==> src/verilog/rvs_pkg.sv <==
// Purpose: Shared constants and types for the regulator voltage setting bank
// Assumes: 10 MHz core clock, byte-wide registers
// Notes:   Reset values stand in for the factory-programmed defaults
package rvs_pkg;
    // Register offsets
    localparam logic [7:0] RVS_CH2_OFS     = 8'h0C;
    localparam logic [7:0] RVS_CH3_OFS     = 8'h0D;
    localparam logic [7:0] RVS_CH4_OFS     = 8'h0E;
    localparam logic [7:0] RVS_EXT_LDO_OFS = 8'h0F;

    // Field widths and positions
    localparam int RVS_CH2_W      = 5;
    localparam int RVS_CH3_W      = 4;
    localparam int RVS_CH4_W      = 5;
    localparam int RVS_THR_W      = 4;
    localparam int RVS_LDO_A_LSB  = 0;
    localparam int RVS_LDO_B_LSB  = 4;

    // Reset values and the highest channel 4 code
    localparam logic [4:0] RVS_CH2_RST   = 5'h06;
    localparam logic [3:0] RVS_CH3_RST   = 4'h6;
    localparam logic [4:0] RVS_CH4_RST   = 5'h10;
    localparam logic [4:0] RVS_CH4_MAX   = 5'h14;
    localparam logic [3:0] RVS_LDO_A_RST = 4'h0;
    localparam logic [3:0] RVS_LDO_B_RST = 4'h0;

    // Ramp dwell timing
    localparam int RVS_CLK_PERIOD_PS = 100000;
    localparam int RVS_STEP_SHORT_PS = 52500000;
    localparam int RVS_STEP_LONG_PS  = 105000000;
    localparam int RVS_STEP_SHORT_CYC = RVS_STEP_SHORT_PS / RVS_CLK_PERIOD_PS;
    localparam int RVS_STEP_LONG_CYC  = RVS_STEP_LONG_PS / RVS_CLK_PERIOD_PS;
    localparam int RVS_DWELL_W        = 11;

    // Ramp sequencer states
    typedef enum logic [0:0] {
        RVS_RAMP_IDLE = 1'b0,
        RVS_RAMP_WAIT = 1'b1
    } rvs_ramp_e;

    // Register access request from the serial interface
    typedef struct packed {
        logic       wr_en;
        logic       rd_en;
        logic [7:0] addr;
        logic [7:0] wdata;
    } rvs_req_s;
endpackage : rvs_pkg

==> src/verilog/rvs_regs.sv <==
// Purpose: Voltage target registers for channels 2-4 and external LDO thresholds
// Assumes: Requests come from the serial slave on the same clock, one per cycle
// Notes:   Applied codes walk toward the targets one step per dwell period
//
// Functional notes
// - Channel 2 code is five bits, 3.00 V plus 50 mV per step.
// - Channel 2 register at 0x0C, bits 4:0, resets to code 00110.
// - Channel 3 code is four bits in 3:0, 3.00 V plus 50 mV steps.
// - Channel 3 register at 0x0D, readable and writable.
// - Channel 4 code five bits, 3.20 V base, codes above 10100 reserved.
// - Channel 4 register at 0x0E, resets to code 10000.
// - Upper nibble of threshold register sets second monitor level, default 0000.
// - Threshold register at 0x0F holds both monitor fields.
// - Both threshold fields set rising power-good assertion level.
// - Code changes ramp one step per 52.5 us, or 105 us when selected.
`timescale 1ns/1ps
module rvs_regs
    import rvs_pkg::*;
#(
    parameter logic [3:0] CH3_DEFAULT = RVS_CH3_RST,
    parameter int         STEP_SHORT  = RVS_STEP_SHORT_CYC,
    parameter int         STEP_LONG   = RVS_STEP_LONG_CYC
) (
    input  wire logic                 I_MCLK,
    input  wire logic                 I_RST_B,
    input  wire rvs_req_s             I_REQ,
    input  wire logic                 I_RAMP_STEP_TIME_SEL,
    output logic [7:0]                O_RDATA,
    output logic                      O_RVALID,
    output logic [RVS_CH2_W-1:0]      O_CH2_VOLTAGE_CODE,
    output logic [RVS_CH3_W-1:0]      O_CH3_VOLTAGE_CODE,
    output logic [RVS_CH4_W-1:0]      O_CH4_VOLTAGE_CODE,
    output logic                      O_RAMP_BUSY,
    output logic [RVS_THR_W-1:0]      O_EXT_LDO_A_THRESHOLD,
    output logic [RVS_THR_W-1:0]      O_EXT_LDO_B_THRESHOLD
);

    // Dwell counts must fit the shared timer, refused at elaboration
    if (STEP_SHORT < 1 || STEP_LONG < 1 || STEP_SHORT >= 2**RVS_DWELL_W || STEP_LONG >= 2**RVS_DWELL_W) begin : g_bad_dwell
        $error("rvs_regs: dwell counts out of range");
    end

    // One step of an applied code toward its target
    function automatic logic [4:0] step_toward(input logic [4:0] cur, input logic [4:0] tgt);
        if (cur < tgt) begin
            step_toward = cur + 5'h01;
        end else if (cur > tgt) begin
            step_toward = cur - 5'h01;
        end else begin
            step_toward = cur;
        end
    endfunction : step_toward

    // Target registers
    logic [4:0] ch2_tgt_q, ch2_tgt_d;
    logic [3:0] ch3_tgt_q, ch3_tgt_d;
    logic [4:0] ch4_tgt_q, ch4_tgt_d;
    logic [3:0] ldo_a_q, ldo_a_d;
    logic [3:0] ldo_b_q, ldo_b_d;
    logic [7:0] rdata_q, rdata_d;
    logic       rvalid_q, rvalid_d;

    // Register writes and registered read data
    always_comb begin
        ch2_tgt_d = ch2_tgt_q;
        ch3_tgt_d = ch3_tgt_q;
        ch4_tgt_d = ch4_tgt_q;
        ldo_a_d   = ldo_a_q;
        ldo_b_d   = ldo_b_q;
        rdata_d   = rdata_q;
        rvalid_d  = I_REQ.rd_en;
        if (I_REQ.wr_en) begin
            if (I_REQ.addr == RVS_CH2_OFS) begin
                ch2_tgt_d = I_REQ.wdata[RVS_CH2_W-1:0];
            end else if (I_REQ.addr == RVS_CH3_OFS) begin
                ch3_tgt_d = I_REQ.wdata[RVS_CH3_W-1:0];
            end else if (I_REQ.addr == RVS_CH4_OFS) begin
                ch4_tgt_d = I_REQ.wdata[RVS_CH4_W-1:0];
            end else if (I_REQ.addr == RVS_EXT_LDO_OFS) begin
                ldo_a_d = I_REQ.wdata[RVS_LDO_A_LSB +: RVS_THR_W];
                ldo_b_d = I_REQ.wdata[RVS_LDO_B_LSB +: RVS_THR_W];
            end
        end
        if (I_REQ.rd_en) begin
            if (I_REQ.addr == RVS_CH2_OFS) begin
                rdata_d = {3'h0, ch2_tgt_q};
            end else if (I_REQ.addr == RVS_CH3_OFS) begin
                rdata_d = {4'h0, ch3_tgt_q};
            end else if (I_REQ.addr == RVS_CH4_OFS) begin
                rdata_d = {3'h0, ch4_tgt_q};
            end else if (I_REQ.addr == RVS_EXT_LDO_OFS) begin
                rdata_d = {ldo_b_q, ldo_a_q};
            end else begin
                rdata_d = 8'h00; // Unmapped reads return zero
            end
        end
    end

    // Defaults stand in for programmed values after power-up
    always_ff @(posedge I_MCLK or negedge I_RST_B) begin
        if (!I_RST_B) begin
            ch2_tgt_q <= RVS_CH2_RST;
            ch3_tgt_q <= CH3_DEFAULT;
            ch4_tgt_q <= RVS_CH4_RST;
            ldo_a_q   <= RVS_LDO_A_RST;
            ldo_b_q   <= RVS_LDO_B_RST;
            rdata_q   <= 8'h00;
            rvalid_q  <= 1'b0;
        end else begin
            ch2_tgt_q <= ch2_tgt_d;
            ch3_tgt_q <= ch3_tgt_d;
            ch4_tgt_q <= ch4_tgt_d;
            ldo_a_q   <= ldo_a_d;
            ldo_b_q   <= ldo_b_d;
            rdata_q   <= rdata_d;
            rvalid_q  <= rvalid_d;
        end
    end

    // Ramp state: one shared dwell timer steps every lagging channel together
    rvs_ramp_e                ramp_q, ramp_d;
    logic [RVS_DWELL_W-1:0]   dwell_q, dwell_d;
    logic [4:0]               ch2_cur_q, ch2_cur_d;
    logic [4:0]               ch3_cur_q, ch3_cur_d;
    logic [4:0]               ch4_cur_q, ch4_cur_d;
    logic [RVS_DWELL_W-1:0]   dwell_last;
    logic                     lagging;
    logic                     step_now;

    assign dwell_last = I_RAMP_STEP_TIME_SEL ? RVS_DWELL_W'(STEP_LONG - 1) : RVS_DWELL_W'(STEP_SHORT - 1);
    assign lagging    = (ch2_cur_q != ch2_tgt_q) || (ch3_cur_q != {1'b0, ch3_tgt_q}) || (ch4_cur_q != ch4_tgt_q);
    assign step_now   = (ramp_q == RVS_RAMP_WAIT) && (dwell_q == dwell_last);

    always_comb begin
        ramp_d    = ramp_q;
        dwell_d   = dwell_q;
        ch2_cur_d = ch2_cur_q;
        ch3_cur_d = ch3_cur_q;
        ch4_cur_d = ch4_cur_q;
        case (ramp_q)
            RVS_RAMP_IDLE: begin
                dwell_d = '0;
                if (lagging) begin
                    ramp_d = RVS_RAMP_WAIT;
                end
            end
            RVS_RAMP_WAIT: begin
                if (!lagging) begin
                    ramp_d  = RVS_RAMP_IDLE;
                    dwell_d = '0;
                end else if (step_now) begin
                    dwell_d   = '0;
                    ch2_cur_d = step_toward(ch2_cur_q, ch2_tgt_q);
                    ch3_cur_d = step_toward(ch3_cur_q, {1'b0, ch3_tgt_q});
                    ch4_cur_d = step_toward(ch4_cur_q, ch4_tgt_q);
                end else if (dwell_q > dwell_last) begin
                    dwell_d = '0; // Dwell shortened mid-count
                end else begin
                    dwell_d = dwell_q + 1'b1;
                end
            end
            default: begin
                ramp_d = RVS_RAMP_IDLE;
            end
        endcase
    end

    // Applied codes start equal to the defaults, so no ramp after reset
    always_ff @(posedge I_MCLK or negedge I_RST_B) begin
        if (!I_RST_B) begin
            ramp_q    <= RVS_RAMP_IDLE;
            dwell_q   <= '0;
            ch2_cur_q <= RVS_CH2_RST;
            ch3_cur_q <= {1'b0, CH3_DEFAULT};
            ch4_cur_q <= RVS_CH4_RST;
        end else begin
            ramp_q    <= ramp_d;
            dwell_q   <= dwell_d;
            ch2_cur_q <= ch2_cur_d;
            ch3_cur_q <= ch3_cur_d;
            ch4_cur_q <= ch4_cur_d;
        end
    end

    // Outputs toward the analog side
    assign O_RDATA            = rdata_q;
    assign O_RVALID           = rvalid_q;
    assign O_CH2_VOLTAGE_CODE = ch2_cur_q;
    assign O_CH3_VOLTAGE_CODE = ch3_cur_q[3:0];
    assign O_CH4_VOLTAGE_CODE = ch4_cur_q;
    assign O_RAMP_BUSY        = ramp_q == RVS_RAMP_WAIT;
    assign O_EXT_LDO_A_THRESHOLD = ldo_a_q;
    assign O_EXT_LDO_B_THRESHOLD = ldo_b_q;

    // dwell observer
    // Counts cycles between applied-code moves on its own, so a broken dwell timer shows up
    logic [13:0]            codes_seen_q, codes_seen_d;
    logic [RVS_DWELL_W-1:0] hold_q, hold_d;
    logic                   sel_seen_q, sel_seen_d;
    logic                   sel_mix_q, sel_mix_d;
    logic                   codes_moved;
    logic [RVS_DWELL_W-1:0] dwell_exp;

    assign codes_moved = {O_CH2_VOLTAGE_CODE, O_CH3_VOLTAGE_CODE, O_CH4_VOLTAGE_CODE} != codes_seen_q;
    assign dwell_exp   = sel_seen_q ? RVS_DWELL_W'(STEP_LONG) : RVS_DWELL_W'(STEP_SHORT);

    // Observer next state; a select change wins over a clear, so that dwell is skipped
    always_comb begin
        codes_seen_d = {O_CH2_VOLTAGE_CODE, O_CH3_VOLTAGE_CODE, O_CH4_VOLTAGE_CODE};
        sel_seen_d   = I_RAMP_STEP_TIME_SEL;
        hold_d       = (hold_q == '1) ? hold_q : hold_q + 1'b1;
        sel_mix_d    = sel_mix_q;
        if (!O_RAMP_BUSY) begin
            hold_d    = '0;
            sel_mix_d = 1'b0;
        end else if (codes_moved) begin
            hold_d    = RVS_DWELL_W'(1);
            sel_mix_d = 1'b0;
        end
        if (I_RAMP_STEP_TIME_SEL != sel_seen_q) begin
            sel_mix_d = 1'b1;
        end
    end

    // Observer registers
    always_ff @(posedge I_MCLK or negedge I_RST_B) begin
        if (!I_RST_B) begin
            codes_seen_q <= {RVS_CH2_RST, CH3_DEFAULT, RVS_CH4_RST};
            hold_q       <= '0;
            sel_seen_q   <= 1'b0;
            sel_mix_q    <= 1'b1;
        end else begin
            codes_seen_q <= codes_seen_d;
            hold_q       <= hold_d;
            sel_seen_q   <= sel_seen_d;
            sel_mix_q    <= sel_mix_d;
        end
    end
endmodule : rvs_regs

==> config.mk <==
export PLATFORM = sky130hd
export DESIGN_NAME = rvs_regs
export DESIGN_NICKNAME = d
export VERILOG_FILES = /design/src/verilog/rvs_pkg.sv /design/src/verilog/rvs_regs.sv
export SDC_FILE = /design/constraint.sdc
export NUM_CORES = 1
export LEC_CHECK = 0
export BUFFER_PORTS_ARGS = -buffer_cell sky130_fd_sc_hd__buf_4
export CORE_ASPECT_RATIO = 1.1
export CORE_MARGIN = 2
export CORE_UTILIZATION = 25
export DETAILED_ROUTE_END_ITERATION = 16
export MAX_ROUTING_LAYER = met4
export PLACE_DENSITY = 0.46
export REMOVE_ABC_BUFFERS = 1
export SKIP_CTS_REPAIR_TIMING = 1
export SYNTH_ARGS = -nofsm -noshare
export SYNTH_HDL_FRONTEND = slang
export SYNTH_SLANG_ARGS = --single-unit
==> constraint.sdc <==
create_clock -name I_MCLK -period 6.27 [get_ports I_MCLK]
set_input_delay 0.9405 -clock I_MCLK [delete_from_list [all_inputs] [get_ports I_MCLK]]
set_output_delay 0.9405 -clock I_MCLK [all_outputs]
set_load 0.01 [all_outputs]
======== Yosys cells after proc, flatten, opt, wreduce, memory -nomap -nowiden ========
Cells that the tools add are included.
operators by class
  $add $sub $neg .......................... 7
  $lt $le $gt $ge ......................... 7
  eq/ne operators ......................... 8
  multiplexer cells ....................... 16
  bitwise operators ....................... 4
  reductions and logical operators ........ 13
operator list
  kind                                               count
  2-to-1 mux 11 bit                                  4
  == test 8 x 4 -> 1 bit (second input constant)     4
  2-to-1 mux 8 bit                                   4
  2-to-1 mux 5 bit                                   6
  case mux 11 bit (2 select lines)                   1
  AND reduction 4 bit                                4
  adder 5 x 1 -> 5 bit (second input constant)       3
  subtractor 5 x 1 -> 5 bit (second input constant)  3
  adder 11 x 1 -> 11 bit (second input constant)     1
  == test 11 bit                                     1
  > comparator 11 bit                                1
  > comparator 5 bit                                 2
  < comparator 5 bit                                 2
  inequality test 5 bit                              2
  nonzero test 2 bit                                 3
  > comparator 5 x 4 -> 1 bit                        1
  < comparator 5 x 4 -> 1 bit                        1
  inequality test 5 x 4 -> 1 bit                     1
  AND reduction 5 bit                                1
  inverter 1 bit                                     4
  AND reduction 3 bit                                1
  logical OR 1 bit                                   2
  AND reduction 2 bit                                1
  logical AND 1 bit                                  1
  2-to-1 mux 1 bit                                   1
word-level totals
  bits in registers ....................... 58
  input port bits ......................... 21
  output and inout bits ................... 32
  logic and storage cells ................. 67

======== Depth between registers and ports, before layout ========
  depth in word-level cells ............... 6
  gate-level depth with buffers ........... 11
  depth with buffers taken out ............ 11

======== Worst setup path after synthesis ========
No wires, ideal clock.
  path type ............................... reg-to-reg
  from .................................... register ch2_tgt_q[2]
  to ...................................... register ch2_cur_q[4], in the netlist O_CH2_VOLTAGE_CODE[4]
  setup time .............................. 126 ps
  arrival time ............................ 2678 ps
  data required time ...................... 6144 ps
  path slack .............................. 3467 ps
  stages on the path, launching flop included .. 12
  buffers on the path ..................... 0
  clock period less this slack ............ 2803 ps
  path through ............................ dfstp_2 -> inv_1 -> ha_1 -> a211oi_1 -> nor2_1 -> or3_1 -> fa_1 -> a21o_1 -> a21oi_1 -> o31a_1 -> o21ai_0 -> xnor2_1
on the way
  longest elaborated chain between the ends .. 4
  elaborated cells on any way between the ends .. 8
  those cells by class .................... order compare: 2; eq/ne: 1; mux: 1; reduce/logical: 4
RTL lines
  element                                                                     RTL line         source
  from (decl)                                                                 rvs_regs.sv:55   logic [4:0] ch2_tgt_q, ch2_tgt_d;
  from (signal assigned)                                                      rvs_regs.sv:110  ch2_tgt_q <= ch2_tgt_d;
  parallel branches: the longest is 4 deep, another holds < comparator 5 bit  --
  to (signal assigned)                                                        rvs_regs.sv:179  ch2_cur_q <= ch2_cur_d;
  to (decl)                                                                   rvs_regs.sv:123  logic [4:0] ch2_cur_q, ch2_cur_d;
Several ways; the timed one is not identified.
A chain may end at the register's enable or synchronous reset.

======== Worst setup path after layout ========
Ends and elaborated chain as after synthesis.

==> results.json <==
{
  "status": "complete, no violations",
  "synth_top_area_share_pct": 35.36,
  "crit_fanout": 4,
  "synth_top_family_by_area": "simple AND/OR/NAND/NOR gates",
  "synth.area.top_cells": "dfrtp_1 35%, ha_1 11%, mux2_2 9.3%, dfstp_2 7.7%, xnor2_1 3.9%",
  "synth_cell_type_count": 43,
  "r2r_end": "O_CH2_VOLTAGE_CODE[4]$_DFFE_PN0P_",
  "ys.flop_type": "dfrtp_1",
  "synth_top_area_cell": "dfrtp_1",
  "slew_headroom_pct": 48.35,
  "rsz0062_at_grt": "false",
  "worst_r2r_startpoint": "ch2_tgt_q[2]$_DFFE_PN1P_",
  "final-max-slew-violation-count": 0,
  "synth.ff_latch_count": 58,
  "power_w": 0.001840,
  "io_pins": 53,
  "antenna_left": 0,
  "wl_per_cell_um": 14.24,
  "core_area_um2": 13210,
  "crit_path_end_kind": "register",
  "track_usage_pct": 11.47,
  "setup_ws_ns": 3.271,
  "synth_common_cells": "48 x dfrtp_1, 29 x ha_1, 29 x inv_1",
  "hpwl_um": 5481,
  "crit_required_ns": 6.48,
  "finalCritPeriodShare_pct": 47.83,
  "cts_tree": "built",
  "max_freq_mhz": 333.4,
  "path_clk_slew_ns": 0.05,
  "r2r.worst_path.cells": 11,
  "synthArstFlopShare_pct": 100.0,
  "row_count": 44,
  "holdPathStages": 1,
  "worst_slew_pin_slew_ns": 0.7747,
  "worstHoldEndpoint": "O_CH4_VOLTAGE_CODE[4]$_DFFE_PN1P_",
  "postLayoutCellArea_um2": 4260,
  "first_iter_violations": 152,
  "synth_compound_area_share_pct": 9.061,
  "synth.cell_area_um2": 3397,
  "synth-edff-count": 0,
  "dieArea_um2": 14540,
  "ys_seq_area_share_pct": 43.09,
  "seq_area_um2": 1464,
  "synth-simple-area-share_pct": 13.33,
  "wl_um": 7389,
  "synth.area.mux_share_pct": 12.23,
  "cap_violations": 0,
  "period_needed_ns": 2.999,
  "critPathLaunch": "ch2_tgt_q[2]$_DFFE_PN1P_",
  "drive_gt1_share_pct": 33.80,
  "crit_type": "reg2reg",
  "leakage_nw": 1.976,
  "syn_to_final_growth_pct": 25.41,
  "setup_violations": 0,
  "crit_path_start_kind": "register",
  "root_buffer": "clkbuf_16",
  "pwr_density_cell_nw_per_um2": 431.9,
  "grt_max_degree": 59,
  "r2r_slack_ns": 3.27,
  "min_from": "O_CH4_VOLTAGE_CODE[4]$_DFFE_PN1P_",
  "yosysMostFrequentCell": "dfrtp_1",
  "first_pass_iters": 4,
  "clock_path_buffers": 2,
  "dieHeight_um": 126.3,
  "port_buffers": 52,
  "syn_area_per_cell_um2": 11.36,
  "min_path_type": "reg2reg",
  "cts.sinks": 58,
  "finalNetCount": 406,
  "grt_pass1_vias": 2391,
  "multi_input_area_um2": 1774,
  "ir_worst_vdd_v": 0.0001342,
  "dpl_cell_area_um2": 3939,
  "grt.overflow.total": 0,
  "final_util_pct": 32.24,
  "die_width_um": 115.1,
  "start_util_pct": 25.71,
  "clock_latency_ns": 0.33,
  "hold_violations": 0,
  "fillers": 1343,
  "synth_xor_xnor_area_share_pct": 5.157,
  "yosys_warnings": 0,
  "cts_buffers": 9,
  "antenna_found_initial": 0,
  "skew_ns": 0.005269,
  "tns_ns": 0,
  "grt_pass1_wl_um": 12490,
  "htree_levels": 3,
  "viasPerCell": 4.530,
  "drc_errors": 0,
  "post-place-ws_ns": 3.259,
  "vias": 2351,
  "synth_fa_ha_area_share_pct": 12.45,
  "diodes": 0,
  "arrival_ns": 3.21,
  "gp_congestion": 0.7560,
  "syn_inst": 299
}
[layout make-up]
type                       count  area share, %
timing repair buffer          52          9.163
clock inverter                 5          1.850
multi-input combinational    203          41.64
tap                          161          4.728
inverter                      29          2.555
sequential                    58          34.36
clock buffer                  11          5.698
[state kept, by name (all words and copies together), names as in the netlist]
register               cells
O_EXT_LDO_A_THRESHOLD      4
dwell_q                   11
O_CH2_VOLTAGE_CODE         5
ch3_tgt_q                  4
ch3_cur_q                  5
O_RVALID                   1
O_RAMP_BUSY                1
O_RDATA                    8
ch4_tgt_q                  5
O_EXT_LDO_B_THRESHOLD      4
ch2_tgt_q                  5
O_CH4_VOLTAGE_CODE         5
[cell usage in the layout, fill, tap and decap left out, drive strengths merged, types with 2 or more instances in the layout]
cell / instances
buf: 52
dfrtp: 48
inv: 29
ha: 29
mux2: 28
nor2: 23
nand3: 17
o21ai: 16
xnor2: 15
clkbuf: 11
dfstp: 10
a21oi: 9
nand2: 8
a21o: 7
nor4: 6
a211oi: 6
xor2: 5
nand4: 4
mux4: 4
fa: 3
and3: 3
nand4b: 3
clkinv: 3
or3: 2
and4: 2
nor2b: 2
and4b: 2
o31a: 2
bufinv: 2
[worst max path at each step]
stage	endpoint	slack (ns)
6_report	O_CH2_VOLTAGE_CODE[4]$_DFFE_PN0P_	3.27
5_1_grt	O_CH2_VOLTAGE_CODE[4]$_DFFE_PN0P_	3.01
3_3_place_gp	O_CH2_VOLTAGE_CODE[4]$_DFFE_PN0P_	3.35
3_5_place_dp	O_CH2_VOLTAGE_CODE[4]$_DFFE_PN0P_	3.26
2_1_floorplan	O_CH2_VOLTAGE_CODE[4]$_DFFE_PN0P_	3.47
4_1_cts	O_CH2_VOLTAGE_CODE[4]$_DFFE_PN0P_	3.25
[critical path, cell delays in order (launching register included)]
cell	delay, ns
dfstp_2	0.53
inv_1	0.04
ha_1	0.28
a211oi_1	0.26
nor2_1	0.12
or3_1	0.44
fa_1	0.43
a21o_1	0.17
a21oi_1	0.19
o31a_1	0.16
o21ai_0	0.10
xnor2_1	0.15
[power breakdown]
| group | total, W | switching, W | leakage (nW) | internal (W) |
|---|---|---|---|---|
| Combinational | 0.000786 | 0.000395 | 1.08 | 0.000391 |
| Sequential | 0.000523 | 0.0000794 | 0.740 | 0.000444 |
| Clock | 0.000530 | 0.000173 | 0.159 | 0.000358 |
[metal layers]
metal | routed length [µm] | GRT usage, % | vias to the layer above
li1 | - | - | 1167
met1 | 3513 | 15.31 | 1148
met2 | 3571 | 16.71 | 29
met3 | 188 | 2.358 | 7
met4 | 115 | 5.174 | 0
met5 | 0 | - | -
[stage by stage]
| step | instances | hold WS (ns) |
|---|---|---|
| 3_5_place_dp | 503 | 0.4928 |
| 3_3_place_gp | 503 | 0.4854 |
| 5_1_grt | 519 | 0.5310 |
| 4_1_cts | 519 | 0.5133 |
| 2_1_floorplan | 290 | 0.4737 |
| 6_report | 519 | 0.5070 |
[kinds of logic (layout without fill, tap and decap cells)]
| family | Yosys count | count (layout) |
|---|---|---|
| XOR/XNOR | 20 | 20 |
| flip-flops | 58 | 58 |
| buffers and inverters | 38 | 97 |
| AND/OR/NAND/NOR | 74 | 74 |
| AO/OA/AOI/OAI | 44 | 44 |
| multiplexers | 33 | 33 |
| adder cells (fa/ha/maj) | 32 | 32 |
No activity file was read; power rests on OpenSTA's default activity.
